--- src/hdl/e2tif_pkg.sv ---
/*
  e2tif_pkg: shared constants of the terminal-side interface of the line framer.
  Assumes: imported by e2tif_top, e2tif_frame_timer, e2tif_partner and tb; no software access.
*/
// Function
// (RULE_01) Sample line data, dual rail or NRZ, on the receive line clock.
// (RULE_02) Derive receive nibble and serial clocks from the receive line clock.
// (RULE_03) Gap receive nibble clock over framing, service and BIP-4 bit times.
// (RULE_04) Never show framing, service or BIP-4 bits on receive nibble outputs.
// (RULE_05) Receive nibble bit 3 is first received, bit 0 last received.
// (RULE_06) Serial receive data carries every frame bit, overhead included.
// (RULE_07) Receive frame pulse: last nibble in nibble mode, first bit serial.
// (RULE_08) Serial mode only: receive gap marker low at framing and service bits.
// (RULE_09) Line transmit clock comes from terminal transmit clock and clocks data.
// (RULE_10) External source puts first transmitted bit of each nibble on bit 3.
// (RULE_11) External source drives active-low serial frame pulse at first bit.
// (RULE_12) Shared pins: nibble bits, or reference data one at framing bits.
// (RULE_13) Reference gap output low at framing and service bits, high elsewhere.
// (RULE_14) Reference frame output pulses low at the first bit of each frame.
// (RULE_15) Serial mode reference outputs all derive from the reference clock input.
// (RULE_16) Transmit nibble clock from terminal clock, gapped over overhead and BIP-4.
// (RULE_17) Nibble mode: active-low transmit frame pulse marks first frame bit.
// (RULE_18) Reference clock output follows reference clock input, same duty cycle.
// (RULE_19) Static mode input selects nibble or serial and sets shared pin functions.
package e2tif_pkg;
  // ==========================================================================
  // frame layout
  localparam int unsigned FRAME_BITS = 848; // bits per frame
  localparam int unsigned FAS_BITS = 10; // framing pattern at frame start
  localparam int unsigned SVC_BITS = 2; // service bits after the pattern
  localparam int unsigned BIP_BITS = 4; // parity nibble at frame end, 0 if absent
  localparam logic [9:0] FAS_PATTERN = 10'h3D0; // sent msb first
  localparam int unsigned NIB_BITS = 4;
  // ==========================================================================
  // positions inside a nibble
  localparam logic [1:0] NIB_FIRST = 2'h0;
  localparam logic [1:0] NIB_CLK_AT = 2'h2; // raise request one bit before last
  localparam logic [1:0] NIB_LAST = 2'h3;
  localparam logic [3:0] NIB_ZERO = 4'h0;
  // ==========================================================================
  // terminal mode codes
  localparam logic MODE_NIBBLE = 1'b0;
  localparam logic MODE_SERIAL = 1'b1;
endpackage

--- src/hdl/e2tif_frame_timer.sv ---
/*
  e2tif_frame_timer: bit position counter within one frame.
  Assumes: step is a one-cycle pulse per bit period; restart wins over wrap.
*/
`timescale 1ns/1ps
module e2tif_frame_timer #(
  parameter int unsigned FRAME_BITS = e2tif_pkg::FRAME_BITS,
  parameter int unsigned PW = $clog2(FRAME_BITS)
) (
  // clock and reset
  input wire logic sys_clk,
  input wire logic arst_n,
  // control
  input wire logic step,
  input wire logic restart,
  // position of the current bit
  output logic [PW-1:0] pos_q
);
  import e2tif_pkg::*;

  typedef struct packed {
    logic [PW-1:0] pos;
  } e2tif_tmr_s;

  localparam logic [PW-1:0] LAST_POS = PW'(FRAME_BITS - 1);
  localparam logic [PW-1:0] POS_ONE = PW'(1);

  e2tif_tmr_s st_q, st_d;

  // ==========================================================================
  // next position: restart marks the bit after frame start
  always_comb begin
    st_d = st_q;
    if (step) begin
      if (restart) begin
        st_d.pos = POS_ONE;
      end else if (st_q.pos == LAST_POS) begin
        st_d.pos = '0;
      end else begin
        st_d.pos = st_q.pos + POS_ONE;
      end
    end
  end

  always_ff @(posedge sys_clk or negedge arst_n) begin
    if (!arst_n) begin
      st_q <= '0;
    end else begin
      st_q <= st_d;
    end
  end

  assign pos_q = st_q.pos;
endmodule

--- src/hdl/e2tif_top.sv ---
/*
  e2tif_top: terminal-side data interface, receive and transmit paths plus
  the serial-mode transmit reference generator.
  Assumes: all pin clocks are far slower than sys_clk (at most sys_clk/6),
  frame alignment is done elsewhere so the receive timer free-runs, line
  coding is done elsewhere so the rails carry plain data.
*/
`timescale 1ns/1ps
module e2tif_top #(
  parameter int unsigned FRAME_BITS = e2tif_pkg::FRAME_BITS,
  parameter int unsigned FAS_BITS = e2tif_pkg::FAS_BITS,
  parameter int unsigned SVC_BITS = e2tif_pkg::SVC_BITS,
  parameter int unsigned BIP_BITS = e2tif_pkg::BIP_BITS
) (
  // clock and reset
  input wire logic sys_clk,
  input wire logic arst_n,
  // static configuration
  input wire logic serial_mode_sel,
  input wire logic dual_rail_sel,
  // line receive
  input wire logic line_rx_pos_rail_or_nrz,
  input wire logic line_rx_neg_rail,
  input wire logic line_rx_clock,
  // line transmit
  output logic line_tx_pos_rail_or_nrz,
  output logic line_tx_neg_rail,
  output logic line_tx_clock,
  // terminal receive and reference generator outputs
  output logic rx_serial_gap_marker,
  output logic rx_frame_pulse,
  output logic rx_nibble_msb_or_serial_data,
  output logic rx_nibble_b2_or_refgen_data,
  output logic rx_nibble_b1_or_refgen_gap,
  output logic rx_nibble_lsb_or_refgen_frame,
  output logic rx_nibble_or_serial_clock,
  // terminal transmit
  input wire logic tx_nibble_msb_or_serial_frame,
  input wire logic tx_nibble_b2,
  input wire logic tx_nibble_b1_or_refgen_clk_in,
  input wire logic tx_nibble_lsb_or_serial_data,
  input wire logic terminal_tx_clock,
  output logic tx_nibble_frame_pulse,
  output logic tx_nibble_clock_or_refgen_clk_out
);
  import e2tif_pkg::*;

  localparam int unsigned PW = $clog2(FRAME_BITS);
  localparam logic [PW-1:0] OVH_END = PW'(FAS_BITS + SVC_BITS);
  localparam logic [PW-1:0] FAS_END = PW'(FAS_BITS);
  localparam logic [PW-1:0] BIP_START = PW'(FRAME_BITS - BIP_BITS);
  localparam logic [PW-1:0] LAST_NIB = PW'(FRAME_BITS - BIP_BITS - 1);

  typedef struct packed {
    // two-stage synchronisers: m is read only by s
    logic [5:0] in_m;
    logic [5:0] in_s;
    logic [3:0] nib_m;
    logic [3:0] nib_s;
    logic rxclk_p;
    logic txclk_p;
    logic rgclk_p;
    // receive path
    logic [2:0] rx_sh;
    logic rx_nclk;
    // transmit path
    logic [3:0] tx_sh;
    // registered pins
    logic o_gap;
    logic o_fp;
    logic o_b3;
    logic o_b2;
    logic o_b1;
    logic o_b0;
    logic o_clk;
    logic o_tdat;
    logic o_tclk;
    logic o_tnfp;
    logic o_tnclk;
  } e2tif_st_s;

  e2tif_st_s st_q, st_d;
  logic [PW-1:0] rx_pos, tx_pos, rg_pos;
  logic rx_step, tx_step, rg_step, tx_restart;
  logic mode, rxclk, txclk, rgclk, rxdat, xsd, xsf_n;

  // synchronised pin levels, named for readability
  assign rxclk = st_q.in_s[0];
  assign rxdat = st_q.in_s[5] ? (st_q.in_s[1] | st_q.in_s[2]) : st_q.in_s[1]; // RULE_01
  assign txclk = st_q.in_s[3];
  assign mode = st_q.in_s[4];
  assign rgclk = st_q.nib_s[1];
  assign xsd = st_q.nib_s[0];
  assign xsf_n = st_q.nib_s[3];

  // rising edges of the three pin clocks, each one-cycle step enable
  assign rx_step = rxclk & ~st_q.rxclk_p; // RULE_01
  assign tx_step = txclk & ~st_q.txclk_p; // RULE_09
  assign rg_step = rgclk & ~st_q.rgclk_p & (mode == MODE_SERIAL); // RULE_15
  // serial source frame pulse (low at first bit) realigns the transmit frame
  assign tx_restart = (mode == MODE_SERIAL) & ~xsf_n; // RULE_11

  // ==========================================================================
  // frame position counters, one per timing source
  e2tif_frame_timer #(.FRAME_BITS(FRAME_BITS), .PW(PW)) u_rx_tmr (
    .sys_clk(sys_clk),
    .arst_n(arst_n),
    .step(rx_step),
    .restart(1'b0),
    .pos_q(rx_pos)
  );

  e2tif_frame_timer #(.FRAME_BITS(FRAME_BITS), .PW(PW)) u_tx_tmr (
    .sys_clk(sys_clk),
    .arst_n(arst_n),
    .step(tx_step),
    .restart(tx_restart),
    .pos_q(tx_pos)
  );

  e2tif_frame_timer #(.FRAME_BITS(FRAME_BITS), .PW(PW)) u_rg_tmr (
    .sys_clk(sys_clk),
    .arst_n(arst_n),
    .step(rg_step),
    .restart(1'b0),
    .pos_q(rg_pos)
  );

  // overhead = framing pattern, service bits or parity nibble
  function automatic logic is_ovh(input logic [PW-1:0] p);
    is_ovh = (p < OVH_END) || (p >= BIP_START);
  endfunction

  // index of a payload bit inside its nibble
  function automatic logic [1:0] nib_idx(input logic [PW-1:0] p);
    logic [PW-1:0] off;
    off = p - OVH_END;
    nib_idx = off[1:0];
  endfunction

  // ==========================================================================
  // next-state logic of the whole block
  always_comb begin
    st_d = st_q;
    st_d.in_m = {dual_rail_sel, serial_mode_sel, terminal_tx_clock, line_rx_neg_rail,
                 line_rx_pos_rail_or_nrz, line_rx_clock};
    st_d.in_s = st_q.in_m;
    st_d.nib_m = {tx_nibble_msb_or_serial_frame, tx_nibble_b2,
                  tx_nibble_b1_or_refgen_clk_in, tx_nibble_lsb_or_serial_data};
    st_d.nib_s = st_q.nib_m;
    st_d.rxclk_p = rxclk;
    st_d.txclk_p = txclk;
    st_d.rgclk_p = rgclk;

    // receive side: everything steps on a line receive clock edge
    if (rx_step) begin
      st_d.rx_nclk = 1'b0; // nibble clock is high for one bit period
      if (mode == MODE_NIBBLE) begin
        st_d.o_gap = 1'b1;
        // overhead bits are dropped, so the nibble clock gaps over them
        if (!is_ovh(rx_pos)) begin // RULE_03 RULE_04
          st_d.rx_sh = {st_q.rx_sh[1:0], rxdat};
          if (nib_idx(rx_pos) == NIB_LAST) begin
            // first received bit lands on bit 3
            {st_d.o_b3, st_d.o_b2, st_d.o_b1} = st_q.rx_sh; // RULE_05
            st_d.o_b0 = rxdat; // RULE_05
            st_d.rx_nclk = 1'b1; // RULE_02 RULE_03
            st_d.o_fp = (rx_pos == LAST_NIB); // RULE_07
          end
        end
      end else begin
        st_d.o_b3 = rxdat; // RULE_06
        st_d.o_fp = (rx_pos == '0); // RULE_07
        st_d.o_gap = !(rx_pos < OVH_END); // RULE_08
      end
    end

    // reference generator: phase follows its own clock input
    if (rg_step) begin
      st_d.o_b2 = (rg_pos < FAS_END); // RULE_12
      st_d.o_b1 = !(rg_pos < OVH_END); // RULE_13
      st_d.o_b0 = (rg_pos != '0); // RULE_14
    end

    // shared clock pin: nibble clock, or the serial clock copied from line
    st_d.o_clk = (mode == MODE_NIBBLE) ? st_q.rx_nclk : rxclk; // RULE_02 RULE_19
    if (mode == MODE_NIBBLE) begin
      st_d.o_gap = 1'b1; // marker is a serial-only signal
    end

    // transmit side: line clock is a delayed copy of the terminal clock
    st_d.o_tclk = txclk; // RULE_09
    if (tx_step) begin
      if (mode == MODE_NIBBLE) begin
        if (tx_pos < FAS_END) begin
          st_d.o_tdat = FAS_PATTERN[4'(FAS_BITS - 1) - 4'(tx_pos)];
        end else if (is_ovh(tx_pos)) begin
          st_d.o_tdat = 1'b0; // service and parity insertion lives elsewhere
        end else if (nib_idx(tx_pos) == NIB_FIRST) begin
          // source placed the first bit to send on bit 3
          st_d.o_tdat = st_q.nib_s[3]; // RULE_10
          st_d.tx_sh = {st_q.nib_s[2:0], 1'b0};
        end else begin
          st_d.o_tdat = st_q.tx_sh[3];
          st_d.tx_sh = {st_q.tx_sh[2:0], 1'b0};
        end
        // request the next nibble one bit early so it settles before use
        st_d.o_tnclk = !is_ovh(tx_pos) && (nib_idx(tx_pos) == NIB_CLK_AT); // RULE_16
        st_d.o_tnfp = (tx_pos != '0); // RULE_17
      end else begin
        st_d.o_tdat = xsd; // RULE_09
        st_d.o_tnfp = 1'b1;
        st_d.o_tnclk = 1'b0;
      end
    end
    // shared transmit clock pin: refgen copy keeps the input duty cycle
    if (mode == MODE_SERIAL) begin
      st_d.o_tnclk = rgclk; // RULE_18 RULE_19
    end
  end

  // ==========================================================================
  // state register; idle levels keep active-low pulses inactive
  always_ff @(posedge sys_clk or negedge arst_n) begin
    if (!arst_n) begin
      st_q <= '0;
      st_q.o_gap <= 1'b1;
      st_q.o_b0 <= 1'b1;
      st_q.o_b1 <= 1'b1;
      st_q.o_tnfp <= 1'b1;
    end else begin
      st_q <= st_d;
    end
  end

  // pins, all straight from flip-flops except the constant negative transmit rail
  assign line_tx_pos_rail_or_nrz = st_q.o_tdat;
  assign line_tx_neg_rail = 1'b0; // no line coding in this block
  assign line_tx_clock = st_q.o_tclk;
  assign rx_serial_gap_marker = st_q.o_gap;
  assign rx_frame_pulse = st_q.o_fp;
  assign rx_nibble_msb_or_serial_data = st_q.o_b3;
  assign rx_nibble_b2_or_refgen_data = st_q.o_b2;
  assign rx_nibble_b1_or_refgen_gap = st_q.o_b1;
  assign rx_nibble_lsb_or_refgen_frame = st_q.o_b0;
  assign rx_nibble_or_serial_clock = st_q.o_clk;
  assign tx_nibble_frame_pulse = st_q.o_tnfp;
  assign tx_nibble_clock_or_refgen_clk_out = st_q.o_tnclk;
endmodule

--- config.mk ---
export PLATFORM = sky130hd
export DESIGN_NAME = e2tif_top
export DESIGN_NICKNAME = d
export VERILOG_FILES = /design/src/hdl/e2tif_pkg.sv /design/src/hdl/e2tif_frame_timer.sv /design/src/hdl/e2tif_top.sv
export SDC_FILE = /design/constraint.sdc
export NUM_CORES = 1
export LEC_CHECK = 0
export BUFFER_PORTS_ARGS = -buffer_cell sky130_fd_sc_hd__clkbuf_2
export CAP_MARGIN = 10
export CORE_MARGIN = 5
export CORE_UTILIZATION = 44
export CTS_CLUSTER_SIZE = 28
export DETAILED_ROUTE_END_ITERATION = 10
export HOLD_SLACK_MARGIN = 0.06
export PLACE_DENSITY = 0.62
export SYNTH_ARGS = -nofsm -noshare
export SYNTH_HDL_FRONTEND = slang
export SYNTH_HIERARCHICAL = 1
export SYNTH_SLANG_ARGS = --single-unit
--- constraint.sdc ---
create_clock -name sys_clk -period 2.37 [get_ports sys_clk]
set_input_delay 0.474 -clock sys_clk [delete_from_list [all_inputs] [get_ports sys_clk]]
set_output_delay 0.474 -clock sys_clk [all_outputs]
set_load 0.01 [all_outputs]
==> results.json, run 1 <==
{
  "synth-edff-count": 0,
  "multiInputGateArea_sq_um": 1500,
  "synth_area_sq_um": 3354,
  "cts_setup_buffers": 0,
  "timing.critical_path.slowest_cell_delay_ns": 0.47,
  "power_density_nw_per_um2": 860.4,
  "regArea_sq_um": 1757,
  "end_kind": "flip-flop",
  "hold_viol_final": 0,
  "synth_area_leaders": "dfrtp_1 (49%), a22oi_1 (3.4%), o41ai_4 (3.3%)",
  "grt_pass1_wl_um": 11830,
  "arrival_ns": 2.28,
  "yosys_warnings": 6,
  "dp_hpwl_um": 4418,
  "antenna_found_initial": 0,
  "finalNetCount": 348,
  "drive_gt1_share_pct": 21.96,
  "final_area_sq_um": 3807,
  "final_common_cell": "dfrtp_1",
  "ant_nets": 0,
  "core_sq_um": 7331,
  "worstSetupPathType": "reg2reg",
  "gp_congestion": 0.8042,
  "synthArstFlopShare_pct": 100.0,
  "start_util_pct": 45.76,
  "slowest_stage": "dfrtp_1",
  "ctsHoldBuffers": 0,
  "initialDrtViolationCount": 123,
  "grt_max_degree": 71,
  "diodes": 0,
  "finalCritPeriodShare_pct": 86.41,
  "clock-sinks": 70,
  "drtPass1Iterations": 4,
  "path_buf_inv": 0,
  "synth_top_area_share_pct": 49.24,
  "seq_area_frac_synth_pct": 52.37,
  "outcome": "finished clean",
  "yosysTopAreaCell": "dfrtp_1",
  "peakVddDrop_mv": 0.6224,
  "h-tree-depth": 3,
  "wl_per_cell_um": 15.04,
  "path_clk_slew_ns": 0.08,
  "crit_top_cell": "mux2_4",
  "cp_top_family": "compound AO/OA/AOI/OAI gates",
  "tightest_slew_ns": 0.5998,
  "grt_use_total_pct": 15.11,
  "rsz0062_at_grt": "no",
  "grt_overflow": 0,
  "areaGrowthSynthToFinish_pct": 13.50,
  "synthFlopType": "dfrtp_1",
  "portBuffers": 22,
  "synth_area_per_cell_sq_um": 11.22,
  "drt-total-wl_um": 6556,
  "final_cell_mix": "dfrtp_1 (66), nand2_1 (25), clkbuf_2 (21)",
  "power_leakage_nw": 1.709,
  "max_freq_mhz": 488.3,
  "cts_tree": "built",
  "fill_cells": 660,
  "ctsResizeCount": 0,
  "hold_ws_ns": 0.1253,
  "clockRootBuffer": "clkbuf_8",
  "core.rowCount": 31,
  "fp.dieW_um": 97.32,
  "ios": 24,
  "cp.required_ns": 2.60,
  "tns_ns": 0,
  "hold_class": "in2async",
  "maxCapViolations": 0,
  "synth_cell_types": 49,
  "insertion_delay_ns": 0.35,
  "fin_crit_ns": 2.048,
  "dpl_cell_area_sq_um": 3612,
  "finalSetupViolations": 0,
  "vias_per_cell": 5.642,
  "slew_viol_final": 0,
  "synthCells": 299,
  "numCtsBuffers": 9,
  "drc_errors": 0,
  "die-area_sq_um": 9470,
  "cts_max_path_buffers": 2,
  "crit_path_cell_trace": "a211o_1 -> mux2_4 -> o41ai_4 -> mux2_4",
  "cp_max_fo": 9,
  "die_h_um": 97.32,
  "synth-seq-cells": 70,
  "cp-start-kind": "flip-flop",
  "worst_slew_margin_rel_pct": 59.88,
  "vias": 2460,
  "finalClockSkew_ns": 0.01222,
  "first_global_vias": 2439
}
[cells in the mapped netlist, types with 2 or more instances]
| master | number |
|---|---|
| a211oi_1 | 4 |
| a21o_1 | 2 |
| a21oi_1 | 15 |
| a22oi_1 | 15 |
| a31oi_1 | 6 |
| and3_1 | 2 |
| buf_4 | 4 |
| clkbuf_1 | 4 |
| dfrtp_1 | 66 |
| dfstp_2 | 4 |
| ha_1 | 4 |
| inv_1 | 15 |
| mux2_2 | 8 |
| mux2_4 | 2 |
| mux2i_1 | 7 |
| nand2_1 | 25 |
| nand2b_1 | 2 |
| nand3_1 | 9 |
| nand3b_1 | 5 |
| nand4_1 | 9 |
| nand4_2 | 3 |
| nor2_1 | 8 |
| nor3_1 | 3 |
| nor4_1 | 3 |
| o211ai_1 | 2 |
| o21ai_0 | 13 |
| o31ai_1 | 9 |
| o41ai_1 | 3 |
| o41ai_4 | 4 |
| or3_1 | 5 |
| or3_2 | 3 |
| or4_1 | 10 |
| xor2_1 | 9 |
[worst register-to-register path, delay by kind of cell (launching register included)]
family | cells | cell delay, ns
flops | 1 | 0.47
compound gates | 2 | 0.78
mux | 2 | 0.70
[worst paths after layout]
check	from	slack, ns	to	cells past startpoint
worst max-delay path	u_rx_tmr/pos_q[3]	0.32	rx_frame_pulse	4
worst min-delay path	arst_n	0.13	u_rx_tmr/pos_q[6]	2
worst max register to register	u_rx_tmr/pos_q[3]	0.32	rx_frame_pulse	4
worst min register to register	st_d[31]	0.35	st_q[31]	0
max in group asynchronous	arst_n	1.91	tx_nibble_frame_pulse	2
min in group sys_clk	tx_nibble_msb_or_serial_frame	0.22	st_d[25]	1
[metal layers]
layer	up-vias	global-route usage (%)	routed length (um)
met5	-	0	0
met4	0	3.514	54
met3	6	4.451	252
met2	45	22.82	3076
met1	1213	21.51	3172
li1	1196	-	-
[state kept, by name (all words and copies together), names as in the netlist, 10 cells and up]
signal and flops:
u_rg_tmr/pos_q 10, st_d 11, st_q 15, u_tx_tmr/pos_q 10, u_rx_tmr/pos_q 10
[stage by stage]
stage                     cells  utilization, %  total power, mW  setup WS (ns)
after global placement      420           49.27            2.335         0.3782
after global routing        436           51.94            3.515         0.1273
after detailed placement    420           49.27            2.353         0.3392
final                       436           51.94            3.276         0.3220
after CTS                   436           51.94            3.324         0.3169
after floorplan             301               -            2.117         0.4312
[where the power goes]
group,switching [mW],internal (mW)
Sequential,0.268,1.40
Combinational,0.349,0.320
Clock,0.524,0.418
[layout make-up]
cell class | instances | share of cell area, %
inverters | 15 | 1.479
well taps | 99 | 3.253
repair buffers | 29 | 4.601
clock inverters | 7 | 1.873
flip-flops and latches | 70 | 46.14
clock buffers | 9 | 3.253
multi-input cells | 207 | 39.40
[kinds of logic after synthesis]
logic type | after synthesis | synth area share, %
other | 1 | 0.1118
DFF | 70 | 52.37
muxes | 17 | 5.670
and+or+nand+nor | 98 | 17.57
adders and majority gates | 4 | 1.492
xor gates and xnor gates | 9 | 2.350
AOI/OAI and AO/OA | 76 | 17.31
buffers and inverters | 24 | 3.133
No activity file was read; power rests on OpenSTA's default activity.
==> run 2, diff against run 1 <==
Settings changed: CORE_ASPECT_RATIO from default to 1.4.
==> results.json, run 2 (synthesized netlist as in run 1, its figures left out) <==
{
  "max_freq_mhz": 489.5,
  "top_register": "st_q",
  "path_clk_slew_ns": 0.08,
  "dp_hpwl_um": 4643,
  "hold_ws_ns": 0.1579,
  "rr_worst_depth": 4,
  "final_area_sq_um": 3857,
  "gp_congestion": 0.8087,
  "arrival_ns": 2.27,
  "end_kind": "flip-flop",
  "cp.depth": 4,
  "hold_viol_final": 0,
  "h-tree-depth": 3,
  "cts_max_path_buffers": 2,
  "insertion_delay_ns": 0.35,
  "crit_path_cell_trace": "a211o_1 -> mux2_4 -> o41ai_4 -> mux2_4",
  "worstSetupPathType": "reg2reg",
  "cp.required_ns": 2.60,
  "timing.critical_path.slowest_cell_delay_ns": 0.46,
  "cp_max_fo": 9,
  "maxCapViolations": 0,
  "die_h_um": 113.3,
  "ctsResizeCount": 0,
  "clockRootBuffer": "clkbuf_8",
  "finalClockSkew_ns": 0.01188,
  "power_leakage_nw": 1.731,
  "crit_top_cell": "mux2_4",
  "areaGrowthSynthToFinish_pct": 14.99,
  "start_util_pct": 45.29,
  "path_buf_inv": 0,
  "grt_use_total_pct": 15.11,
  "reg2reg_from": "u_rx_tmr/pos_q[3]",
  "final_util_pct": 52.08,
  "vias_per_cell": 5.732,
  "fin_crit_ns": 2.043,
  "final_common_cell": "dfrtp_1",
  "ios": 24,
  "largest_reg_flops": 15,
  "slowest_stage": "dfrtp_1",
  "cp_top_family": "compound AO/OA/AOI/OAI gates",
  "portBuffers": 22,
  "drt-total-wl_um": 6643,
  "antenna_found_initial": 0,
  "clock-sinks": 70,
  "cts_tree": "built",
  "numCtsBuffers": 9,
  "core_sq_um": 7407,
  "initialDrtViolationCount": 77,
  "worst_slew_margin_rel_pct": 54.88,
  "hold_class": "in2async",
  "vias": 2499,
  "power_density_nw_per_um2": 891.6,
  "final_cell_mix": "dfrtp_1 (66), nand2_1 (25), clkbuf_2 (21)",
  "outcome": "finished clean",
  "first_global_vias": 2517,
  "cts_setup_buffers": 0,
  "grt_max_degree": 30,
  "ctsHoldBuffers": 0,
  "cp-start-kind": "flip-flop",
  "slew_viol_final": 0,
  "drtPass1Iterations": 4,
  "drive_gt1_share_pct": 22.42,
  "finalCritPeriodShare_pct": 86.20,
  "core.rowCount": 37,
  "peakVddDrop_mv": 0.5336,
  "finalSetupViolations": 0,
  "drc_errors": 0,
  "grt_overflow": 0,
  "grt_pass1_wl_um": 11550,
  "tightest_slew_ns": 0.6768,
  "wl_per_cell_um": 15.24,
  "die-area_sq_um": 9495,
  "diodes": 0,
  "finalNetCount": 350,
  "crit_start": "u_rx_tmr/pos_q[3]",
  "rsz0062_at_grt": "no",
  "fp.dieW_um": 83.80,
  "tns_ns": 0,
  "dpl_cell_area_sq_um": 3625,
  "ant_nets": 0
}
## run 2: cell types whose count changed in the layout (fill, tap and decap cells not counted), moves of 2 or more
cell       change
inv_8          -4
clkbuf_8       +2
inv_6          -2
bufinv_16      +2
buf_4          +2
## run 2: final cells by class
class                      instances  area (sq um)
timing repair buffer              31         190.2
tap                               97         121.4
multi-input combinational        207          1500
clock inverter                     5         81.33
fill                             667          3550
clock buffer                      11         151.4
sequential                        70          1757
inverter                          15         56.30
## run 2: path summary, 6_finish.rpt
kind | to | slack [ns]
setup reg to reg | rx_frame_pulse | 0.33
setup / recovery | rx_frame_pulse | 0.33
min in group sys_clk | st_d[25] | 0.23
hold reg to reg | st_q[31] | 0.35
max in group asynchronous | u_tx_tmr/pos_q[5] | 1.53
hold / removal | u_rx_tmr/pos_q[1] | 0.16
## run 2: where the power goes
group | total [mW] | switching [mW] | internal [mW]
Combinational | 0.669 | 0.347 | 0.322
Sequential | 1.67 | 0.270 | 1.40
Clock | 1.10 | 0.451 | 0.650
## run 2: routing by layer
metal	vias up	wire (um)	GRT usage, %
li1	1214	-	-
met1	1229	2831	17.69
met2	44	3427	25.49
met3	12	242	4.443
met4	0	142	6.974
met5	-	0	0
## run 2: metrics by stage
step                worst slack, ns  total power, mW  std cells
global placement             0.3728            2.333        420
detailed placement           0.3463            2.357        420
floorplan                    0.4312            2.117        301
CTS                          0.3283            3.480        436
finish                       0.3271            3.439        436
global route                 0.1784            3.659        436
==> run 3, diff against run 2 <==
Settings changed: MAX_ROUTING_LAYER from default to met4.
==> results.json, run 3 (synthesized netlist as in run 1, its figures left out) <==
{
  "wl_per_cell_um": 15.15,
  "critical_path.endpoint": "rx_frame_pulse",
  "max_freq_mhz": 489.3,
  "tightest_slew_ns": 0.6713,
  "worstSetupPathType": "reg2reg",
  "cp.required_ns": 2.60,
  "drive_gt1_share_pct": 22.42,
  "ant_nets": 0,
  "timing.rr.end": "rx_frame_pulse",
  "diodes": 0,
  "cts_setup_buffers": 0,
  "vias": 2509,
  "arrival_ns": 2.28,
  "finalCritPeriodShare_pct": 86.24,
  "slew_viol_final": 0,
  "peakVddDrop_mv": 0.5329,
  "power_leakage_nw": 1.731,
  "fill_cells": 667,
  "ctsHoldBuffers": 0,
  "rsz0062_at_grt": "no",
  "finalSetupViolations": 0,
  "outcome": "finished clean",
  "cts_tree": "built",
  "drtPass1Iterations": 5,
  "vias_per_cell": 5.755,
  "first_global_vias": 2515,
  "ios": 24,
  "rr_worst_depth": 4,
  "areaGrowthSynthToFinish_pct": 14.99,
  "hold_viol_final": 0,
  "final_common_cell": "dfrtp_1",
  "die_h_um": 113.3,
  "finalWorstSetupSlack_ns": 0.3261,
  "cp-start-kind": "flip-flop",
  "antenna_found_initial": 0,
  "grt_overflow": 0,
  "crit_start": "u_rx_tmr/pos_q[3]",
  "drt-total-wl_um": 6607,
  "r2r_setup_slack_ns": 0.33,
  "grt_use_total_pct": 15.55,
  "clock-sinks": 70,
  "fp.dieW_um": 83.80,
  "finalNetCount": 350,
  "end_kind": "flip-flop",
  "fin_crit_ns": 2.044,
  "grt_pass1_wl_um": 11550,
  "largest_reg_flops": 15,
  "drc_errors": 0,
  "power_density_nw_per_um2": 890.8,
  "numCtsBuffers": 9,
  "h-tree-depth": 3,
  "gp_congestion": 0.8205,
  "ctsResizeCount": 0,
  "insertion_delay_ns": 0.35,
  "final_cell_mix": "dfrtp_1 (66), nand2_1 (25), clkbuf_2 (21)",
  "grt_max_degree": 30,
  "start_util_pct": 45.29,
  "path_clk_slew_ns": 0.08,
  "core_sq_um": 7407,
  "finalClockSkew_ns": 0.01170,
  "reg2reg_from": "u_rx_tmr/pos_q[3]",
  "dp_hpwl_um": 4643,
  "cts_max_path_buffers": 2,
  "initialDrtViolationCount": 93,
  "core.rowCount": 37,
  "portBuffers": 22,
  "top_register": "st_q",
  "pre_cts_slack_ns": 0.3463,
  "maxCapViolations": 0,
  "hold_class": "in2async",
  "cp_max_fo": 9,
  "worst_slew_margin_rel_pct": 55.25,
  "tns_ns": 0,
  "die-area_sq_um": 9495,
  "clockRootBuffer": "clkbuf_8"
}
==> run 3: cell counts in the layout (fill, tap and decap cells not counted) <==
Identical to the previous run, type by type.
==> run 3: worst max-delay path, cell delays in order (launching register included) <==
cell     delay [ns]
dfrtp_1        0.47
a211o_1        0.36
mux2_4         0.37
o41ai_4        0.40
mux2_4         0.33
==> run 3: layout make-up <==
type / instances / area (sq um) / share of cell area, %
timing repair buffer: 31 / 190.2 / 4.930
tap: 97 / 121.4 / 3.146
inverter: 15 / 56.30 / 1.460
clock inverter: 5 / 81.33 / 2.108
multi-input combinational: 207 / 1500 / 38.89
sequential: 70 / 1757 / 45.54
clock buffer: 11 / 151.4 / 3.925
==> run 3: how the worst min path moves through the flow <==
stage,from,endpoint
6_report,arst_n,u_rx_tmr/pos_q[0]
5_1_grt,arst_n,u_rx_tmr/pos_q[1]
4_1_cts,arst_n,u_rx_tmr/pos_q[0]
3_5_place_dp,st_d[31],st_q[31]
3_3_place_gp,st_d[31],st_q[31]
2_1_floorplan,arst_n,line_tx_clock
==> run 3: metrics by stage <==
stage          instances  hold slack, ns  power [mW]  util, %  cell area, sq um
6_report             436          0.1549       3.436    52.08              3857
5_1_grt              436          0.1828       3.659    52.08              3857
4_1_cts              436          0.1554       3.480    52.08              3857
3_5_place_dp         420          0.3358       2.357    48.94              3625
3_3_place_gp         420          0.3322       2.333    48.94              3625
2_1_floorplan        301          0.1784       2.117        -              3362
==> run 3: where the power goes <==
group | switching [mW] | internal, mW
Sequential | 0.267 | 1.40
Combinational | 0.345 | 0.322
Clock | 0.453 | 0.650
==> run 3: routing by layer <==
layer	vias up	routed length, um	global-route usage [%]
met5	-	0	-
met4	0	143	7.296
met3	11	206	4.224
met2	46	3436	25.54
met1	1241	2820	17.60
li1	1211	-	-
